$ cat config.mk
export PLATFORM = sky130hd
export DESIGN_NAME = sbst_tap
export DESIGN_NICKNAME = d
export VERILOG_FILES = /design/src/hw/sbst_pkg.sv /design/src/hw/sbst_tap.sv
export SDC_FILE = /design/constraint.sdc
export NUM_CORES = 1
export LEC_CHECK = 0
export CAP_MARGIN = 0
export CELL_PAD_IN_SITES_DETAIL_PLACEMENT = 0
export CELL_PAD_IN_SITES_GLOBAL_PLACEMENT = 1
export CORE_MARGIN = 1
export CORE_UTILIZATION = 45
export CTS_CLUSTER_DIAMETER = 150
export DETAILED_ROUTE_END_ITERATION = 10
export DONT_BUFFER_PORTS = 1
export HOLD_SLACK_MARGIN = 0.08
export MAX_ROUTING_LAYER = met4
export PLACE_DENSITY = 0.82
export SYNTH_ARGS = -nofsm -noshare
export SYNTH_HDL_FRONTEND = slang
export SYNTH_SLANG_ARGS = --single-unit
$ cat constraint.sdc
create_clock -name clk -period 2 [get_ports clk]
set_input_delay 0.3 -clock clk [delete_from_list [all_inputs] [get_ports clk]]
set_output_delay 0.3 -clock clk [all_outputs]
set_load 0.05 [all_outputs]
$ cat src/hw/sbst_pkg.sv
// Constants and carrier types for the SRAM boundary-scan test access port.
// Assumes a single system clock that oversamples the test clock pin.
package sbst_pkg;

  // Register lengths.
  localparam int unsigned SBST_IR_LEN = 3;
  localparam int unsigned SBST_ID_LEN = 32;
  localparam int unsigned SBST_RING_LEN = 69;

  // Identification word layout.
  localparam int unsigned SBST_ID_REV_MSB = 31;
  localparam int unsigned SBST_ID_REV_LSB = 29;
  localparam int unsigned SBST_ID_DEV_MSB = 28;
  localparam int unsigned SBST_ID_DEV_LSB = 12;
  localparam int unsigned SBST_ID_VEND_MSB = 11;
  localparam int unsigned SBST_ID_VEND_LSB = 1;
  localparam logic SBST_ID_PRESENT = 1'h1;

  // Instruction codes.
  localparam logic [2:0] SBST_EXTERNAL_TEST_INSTRUCTION = 3'h0;
  localparam logic [2:0] SBST_READ_IDENTITY_INSTRUCTION = 3'h1;
  localparam logic [2:0] SBST_SAMPLE_HIZ = 3'h2;
  localparam logic [2:0] SBST_SAMPLE_KEEP = 3'h4;
  localparam logic [2:0] SBST_BYPASS = 3'h7;

  // Pattern loaded into the instruction register during capture.
  localparam logic [2:0] SBST_IR_CAPTURE = 3'h1;

  // Values after reset.
  localparam logic [2:0] SBST_IR_RESET = SBST_READ_IDENTITY_INSTRUCTION;
  localparam logic [SBST_RING_LEN-1:0] SBST_RING_RESET = {SBST_RING_LEN{1'b0}};

  // Controller states, one-hot.
  typedef enum logic [15:0] {
    SBST_RESET = 16'h0001,
    SBST_IDLE = 16'h0002,
    SBST_SEL_DR = 16'h0004,
    SBST_CAP_DR = 16'h0008,
    SBST_SH_DR = 16'h0010,
    SBST_EX1_DR = 16'h0020,
    SBST_PAU_DR = 16'h0040,
    SBST_EX2_DR = 16'h0080,
    SBST_UPD_DR = 16'h0100,
    SBST_SEL_IR = 16'h0200,
    SBST_CAP_IR = 16'h0400,
    SBST_SH_IR = 16'h0800,
    SBST_EX1_IR = 16'h1000,
    SBST_PAU_IR = 16'h2000,
    SBST_EX2_IR = 16'h4000,
    SBST_UPD_IR = 16'h8000
  } sbst_state_type;

  // Serial link pins from the external controller.
  typedef struct packed {
    logic tck;
    logic tms;
    logic tdi;
  } sbst_link_type;

endpackage : sbst_pkg

$ cat src/hw/sbst_tap.sv
// Test access port of a pipelined SRAM: controller, instruction, bypass,
// identification and pin-ring registers, all on the system clock.
// Assumes the test clock is far slower than clk so its edges can be found.
`timescale 1ns/1ps
`default_nettype none

module sbst_tap
  import sbst_pkg::*;
#(
  parameter logic [2:0] REV_CODE = 3'h1, // Arbitrary value.
  parameter logic [16:0] DEVICE_CODE = 17'h0a5a5, // Arbitrary value.
  parameter logic [10:0] VENDOR_CODE = 11'h155 // Arbitrary value.
) (
  // Clock, reset and enable.
  input wire logic clk,
  input wire logic rst_n,
  input wire logic clk_en,
  // Serial test pins.
  input wire sbst_link_type link,
  output logic tdo,
  output logic tdo_oe,
  // Pin ring parallel snapshot.
  input wire logic [SBST_RING_LEN-1:0] ring_in,
  // SRAM output float request.
  output logic sram_out_hiz
);

  logic [2:0] tck_sync_q;
  logic [1:0] tms_sync_q;
  logic [1:0] tdi_sync_q;
  logic tck_rise;
  logic tck_fall;
  logic tms_s;
  logic tdi_s;
  sbst_state_type state_q;
  sbst_state_type state_d;
  logic [SBST_IR_LEN-1:0] ir_shift_q;
  logic [SBST_IR_LEN-1:0] ir_q;
  logic bypass_q;
  logic [SBST_ID_LEN-1:0] id_shift_q;
  logic [SBST_RING_LEN-1:0] ring_q;
  logic [SBST_RING_LEN-1:0] ring_meta_q;
  logic [SBST_RING_LEN-1:0] ring_sync_q;
  logic [SBST_ID_LEN-1:0] id_word;
  logic sel_ring;
  logic sel_id;
  logic serial_bit;
  logic shifting;

  // Two flops per pin; the third tck flop only feeds edge detection.
  always_ff @(posedge clk)
  begin
    if (!rst_n)
    begin
      tck_sync_q <= 3'h0;
      tms_sync_q <= 2'h3;
      tdi_sync_q <= 2'h0;
    end
    else if (clk_en)
    begin
      tck_sync_q <= {tck_sync_q[1:0], link.tck};
      tms_sync_q <= {tms_sync_q[0], link.tms};
      tdi_sync_q <= {tdi_sync_q[0], link.tdi};
    end
  end

  // The pin ring snapshot crosses in through two flops like any other pin.
  // The word is not coherent while the pins move, so they must stand still around capture.
  always_ff @(posedge clk)
  begin
    if (!rst_n)
    begin
      ring_meta_q <= SBST_RING_RESET;
      ring_sync_q <= SBST_RING_RESET;
    end
    else if (clk_en)
    begin
      ring_meta_q <= ring_in;
      ring_sync_q <= ring_meta_q;
    end
  end

  // TMS and TDI are sampled with the detected rising edge.
  assign tck_rise = tck_sync_q[1] & ~tck_sync_q[2];
  assign tck_fall = ~tck_sync_q[1] & tck_sync_q[2];
  assign tms_s = tms_sync_q[1];
  assign tdi_s = tdi_sync_q[1];

  // Identification word is hardwired; bit zero marks its presence.
  assign id_word = {REV_CODE, DEVICE_CODE, VENDOR_CODE, SBST_ID_PRESENT};

  // Data path selection by the active instruction; reserved codes fall to bypass.
  assign sel_ring = (ir_q == SBST_EXTERNAL_TEST_INSTRUCTION) || (ir_q == SBST_SAMPLE_HIZ)
                    || (ir_q == SBST_SAMPLE_KEEP);
  assign sel_id = (ir_q == SBST_READ_IDENTITY_INSTRUCTION);

  // Floating the SRAM outputs only for the two high-impedance codes.
  assign sram_out_hiz = (ir_q == SBST_EXTERNAL_TEST_INSTRUCTION) || (ir_q == SBST_SAMPLE_HIZ);

  // Next state of the controller.
  always_comb
  begin
    state_d = state_q;
    case (state_q)
      SBST_RESET: state_d = tms_s ? SBST_RESET : SBST_IDLE;
      SBST_IDLE: state_d = tms_s ? SBST_SEL_DR : SBST_IDLE;
      SBST_SEL_DR: state_d = tms_s ? SBST_SEL_IR : SBST_CAP_DR;
      SBST_CAP_DR: state_d = tms_s ? SBST_EX1_DR : SBST_SH_DR;
      SBST_SH_DR: state_d = tms_s ? SBST_EX1_DR : SBST_SH_DR;
      SBST_EX1_DR: state_d = tms_s ? SBST_UPD_DR : SBST_PAU_DR;
      SBST_PAU_DR: state_d = tms_s ? SBST_EX2_DR : SBST_PAU_DR;
      SBST_EX2_DR: state_d = tms_s ? SBST_UPD_DR : SBST_SH_DR;
      SBST_UPD_DR: state_d = tms_s ? SBST_SEL_DR : SBST_IDLE;
      SBST_SEL_IR: state_d = tms_s ? SBST_RESET : SBST_CAP_IR;
      SBST_CAP_IR: state_d = tms_s ? SBST_EX1_IR : SBST_SH_IR;
      SBST_SH_IR: state_d = tms_s ? SBST_EX1_IR : SBST_SH_IR;
      SBST_EX1_IR: state_d = tms_s ? SBST_UPD_IR : SBST_PAU_IR;
      SBST_PAU_IR: state_d = tms_s ? SBST_EX2_IR : SBST_PAU_IR;
      SBST_EX2_IR: state_d = tms_s ? SBST_UPD_IR : SBST_SH_IR;
      SBST_UPD_IR: state_d = tms_s ? SBST_SEL_DR : SBST_IDLE;
      default: state_d = SBST_RESET;
    endcase
  end

  // Controller steps on each rising test clock edge; five TMS-high steps reach reset from anywhere.
  always_ff @(posedge clk)
  begin
    if (!rst_n)
      state_q <= SBST_RESET;
    else if (clk_en && tck_rise)
      state_q <= state_d;
  end

  // Instruction shift and active instruction.
  always_ff @(posedge clk)
  begin
    if (!rst_n)
    begin
      ir_shift_q <= SBST_IR_RESET;
      ir_q <= SBST_IR_RESET;
    end
    else if (clk_en && tck_rise)
    begin
      case (state_q)
        SBST_CAP_IR: ir_shift_q <= SBST_IR_CAPTURE;
        SBST_SH_IR: ir_shift_q <= {tdi_s, ir_shift_q[SBST_IR_LEN-1:1]};
        SBST_UPD_IR: ir_q <= ir_shift_q;
        default: ir_q <= ir_q;
      endcase
      // Reload on the very step that enters reset, so a floating code cannot linger a step.
      if (state_d == SBST_RESET)
        ir_q <= SBST_IR_RESET;
    end
  end

  // Data registers: bypass bit, identification shifter and pin ring.
  // The ring has no parallel output latch, so preload data is simply discarded.
  always_ff @(posedge clk)
  begin
    if (!rst_n)
    begin
      bypass_q <= 1'h0;
      id_shift_q <= {SBST_ID_LEN{1'b0}};
      ring_q <= SBST_RING_RESET;
    end
    else if (clk_en && tck_rise)
    begin
      if (state_q == SBST_CAP_DR)
      begin
        bypass_q <= 1'h0;
        if (sel_id)
          id_shift_q <= id_word;
        if (sel_ring)
          ring_q <= ring_sync_q;
      end
      else if (state_q == SBST_SH_DR)
      begin
        if (sel_ring)
          ring_q <= {tdi_s, ring_q[SBST_RING_LEN-1:1]};
        else if (sel_id)
          id_shift_q <= {tdi_s, id_shift_q[SBST_ID_LEN-1:1]};
        else
          bypass_q <= tdi_s;
      end
    end
  end

  // Serial source: LSB of whichever register sits in the path.
  assign shifting = (state_q == SBST_SH_DR) || (state_q == SBST_SH_IR);
  assign serial_bit = (state_q == SBST_SH_IR) ? ir_shift_q[0]
                      : sel_ring ? ring_q[0]
                      : sel_id ? id_shift_q[0]
                      : bypass_q;

  // TDO moves only on the falling edge, giving the far end a half period of setup.
  always_ff @(posedge clk)
  begin
    if (!rst_n)
    begin
      tdo <= 1'h0;
      tdo_oe <= 1'h0;
    end
    else if (clk_en && tck_fall)
    begin
      tdo <= serial_bit;
      tdo_oe <= shifting;
    end
  end

endmodule : sbst_tap

`default_nettype wire

==> results.toml <==
[synthesis]
ys_types = 55
synthSimpleGateAreaFrac_pct = 18.0
synth-xor-area-share_pct = 0.763
synthMuxAreaShare_pct = 18.5
synth_ff_type = "dfxtp_1"
yosysSeqAreaShare_pct = 47.3
synth.area.top_cells = "dfxtp_1 47%, mux2i_1 18%, nor2b_1 8.5%"
synth-edff-count = 0
synth_top_family_by_area = "multiplexers"
synthAdderAreaFrac_pct = 0.0872
synth_compound_area_share_pct = 11.3
syn_area_per_cell_um2 = 10.3
synth_top_cell_area_share_pct = 47.3
synth_largest_area_cell = "dfxtp_1"
synthArstFlopShare_pct = 0
syn_nets = 1187
syn_inst = 1112
synth.cell_area_mm2 = 0.0115
synth-seq-cells = 271
yosys_warnings = 0

[flow_run]
max_cap_violations = 0

[global_routing]
antenna_found_initial = 0
grt_overflow = 0
grt_pass1_vias = 9046
grt_pass1_wl_um = 44900
grtUsageTotal_pct = 21.4
grt_max_degree = 276

[clocking]
clock_path_buffers = 3
cts_tree = "yes"
hold_buffers = 231
clkSlewWorstSetupHoldPaths_ns = 0.07
numCtsBuffers = 29
h-tree-depth = 1
numClockSinks = 271
root_buffer = "clkbuf_16"
clock_latency_ns = 0.57

[status]
violations = "negative hold slack, negative setup slack"
status = "complete, but fails checks"

[timing]
hold_viol = 17
rsz0062_at_grt = "yes"
hold_slack_ns = -0.0468
min_period_ns = 2.11
finClkSkew_ns = 0.0154
setup_ws_ns = -0.115
max_slew_margin_pct = 65.4
tightest_slew_ns = 0.519
finalSetupViolCount = 82
max_freq_ghz = 0.473
finalCritPeriodShare_pct = 106
slew_viol_final = 0

[critical_path]
worstSetupPathType = "reg -> reg"
ff2ff_setup_slack_ns = -0.11
crit_fanout = 8
reg2reg_depth = 8
r2r_end = "ring_q[49]$_SDFFE_PN0P_"
worstSetupStartpoint = "state_q[6]$_SDFFE_PN0P_"
cp.required_ns = 2.46
cp-start-kind = "flop"
cp-endpoint = "ring_q[49]$_SDFFE_PN0P_"
critPathCaptureType = "flop"
reg2reg_from = "state_q[6]$_SDFFE_PN0P_"
arrival_ns = 2.57

[finish]
layout.cells.most_common = "dfxtp_1"
design_area_mm2 = 0.0164
area_growth_pct = 42.6
drive_gt1_share_pct = 15.8
nNetsFinal = 1468
antenna_cells = 0
final_cell_mix = "258 x dfxtp_1, 230 x dlygate4sd3_1, 209 x mux2i_1"
fillers = 1922

[worst_hold_path]
hold_class = "in -> reg"

[floorplanning]
core-area_mm2 = 0.0251
fp.dieH_um = 162
pin_count = 78
die_x_um = 162
rows = 58
start_util_pct = 45.7
design.die.area_mm2 = 0.0261

[placement]
dp_slack_ns = -0.143
dp_hpwl_um = 13100
gp_congestion = 0.861
io_buffers = 0
post_dp_cell_area_mm2 = 0.0121

[power]
p_per_area_mw_per_mm2 = 728
power.leakage_nw = 7.35
ir_drop_mv = 0.613
power_mw = 11.9

[drt]
first_iter_violations = 475
firstDrtPassIters = 4
wl_per_cell_um = 16.3
vias = 8972
ant_nets = 0
drc = 0
routed_wl_um = 28500
drt-vias-per-instance = 5.14
how the worst min path moves through the flow:
stage / startpoint / end / slack, ns / depth (start not counted)
finish: rst_n / ring_q[63]$_SDFFE_PN0P_ / -0.05 / 1
global route: rst_n / ir_shift_q[0]$_SDFFE_PN1P_ / -0.14 / 1
CTS: rst_n / ir_shift_q[0]$_SDFFE_PN1P_ / -0.17 / 1
detailed placement: rst_n / tms_sync_q[0]$_SDFFE_PN1P_ / 0.39 / 1
global placement: rst_n / tms_sync_q[0]$_SDFFE_PN1P_ / 0.38 / 1
floorplan: link[1] / tms_sync_q[0]$_SDFFE_PN1P_ / 0.43 / 2
synth_stat cells (all sizes together), types with 2 or more instances:
cell type	n
xnor2	6
or3	5
a21oi	9
nand3b	3
and4	2
inv	2
nor2	12
nand4b	2
a32oi	3
and2	3
nand2	120
a22oi	3
a21boi	24
mux2i	212
o21ai	10
or4	3
nand4	6
clkbuf	48
nor3b	3
nor4b	2
a2111oi	2
nor4	8
o211a	69
nor2b	155
nand2b	22
dfxtp	271
buf	43
and3	2
nand3	11
nor3	17
o31ai	2
o311a	15
xor2	4
cell families (layout without fill, tap and decap cells):
logic type	Yosys count	in the layout
adders and majority gates	1	1
xor gates and xnor gates	10	10
AOI/OAI and AO/OA	147	147
and+or+nand+nor	377	377
buffers and inverters	94	398
DFF	271	271
muxes	212	212
where the power goes:
part	internal, mW	leakage (nW)	switching (mW)
sequential	5.54	2.21	0.0928
combinational	0.520	4.66	0.204
clock	3.22	0.489	2.33
total	9.27	7.35	2.63
flip-flops by register name (all words and copies together), names as in the netlist, 3 cells and up:
register,count
ir_shift_q,3
ring_sync_q,69
tck_sync_q,3
state_q,16
ir_q,3
ring_meta_q,69
id_shift_q,32
ring_q,69
timing repair:
action                     CTS  global route
pin swaps                   10            18
setup endpoints to repair   90           115
hold endpoints to repair   271           124
gates cloned                 9            13
setup buffers               15             2
gates resized for setup     53            60
routing by layer:
metal | vias up | track usage [%] | part of all wire [%]
met3 | 45 | 3.06 | 3.3
met4 | 0 | 6.05 | 1.9
met5 | - | - | 0
met2 | 141 | 37.1 | 50
met1 | 4327 | 25.8 | 45
li1 | 4459 | - | -
area by class of cell:
type / instances / area (um2) / share of cell area (%)
well taps: 330 / 413 / 2.52
repair buffers: 341 / 3660 / 22.4
inverters: 3 / 11.3 / 0.0688
flip-flops and latches: 271 / 5440 / 33.3
multi-input cells: 747 / 5840 / 35.7
clock inverters: 19 / 204 / 1.25
clock buffers: 35 / 788 / 4.82
through the flow:
stage,utilization [%],std cells,setup TNS [ns]
2_1_floorplan,-,1112,-2.41
3_5_place_dp,48.3,1423,-7.71
4_1_cts,63.4,1732,-2.85
6_report,65.2,1746,-4.69
3_3_place_gp,48.3,1423,-5.54
5_1_grt,65.2,1746,-12.23
critical path, stage by stage (launching register included):
cell and delay [ns]:
dfxtp_2 0.33, or4_4 0.56, buf_6 0.14, nor3_4 0.16
buf_6 0.20, clkbuf_16 0.18, mux2i_1 0.20, nand2_1 0.10
o211a_1 0.14
Note: power is estimated with default switching activity, not from simulation.
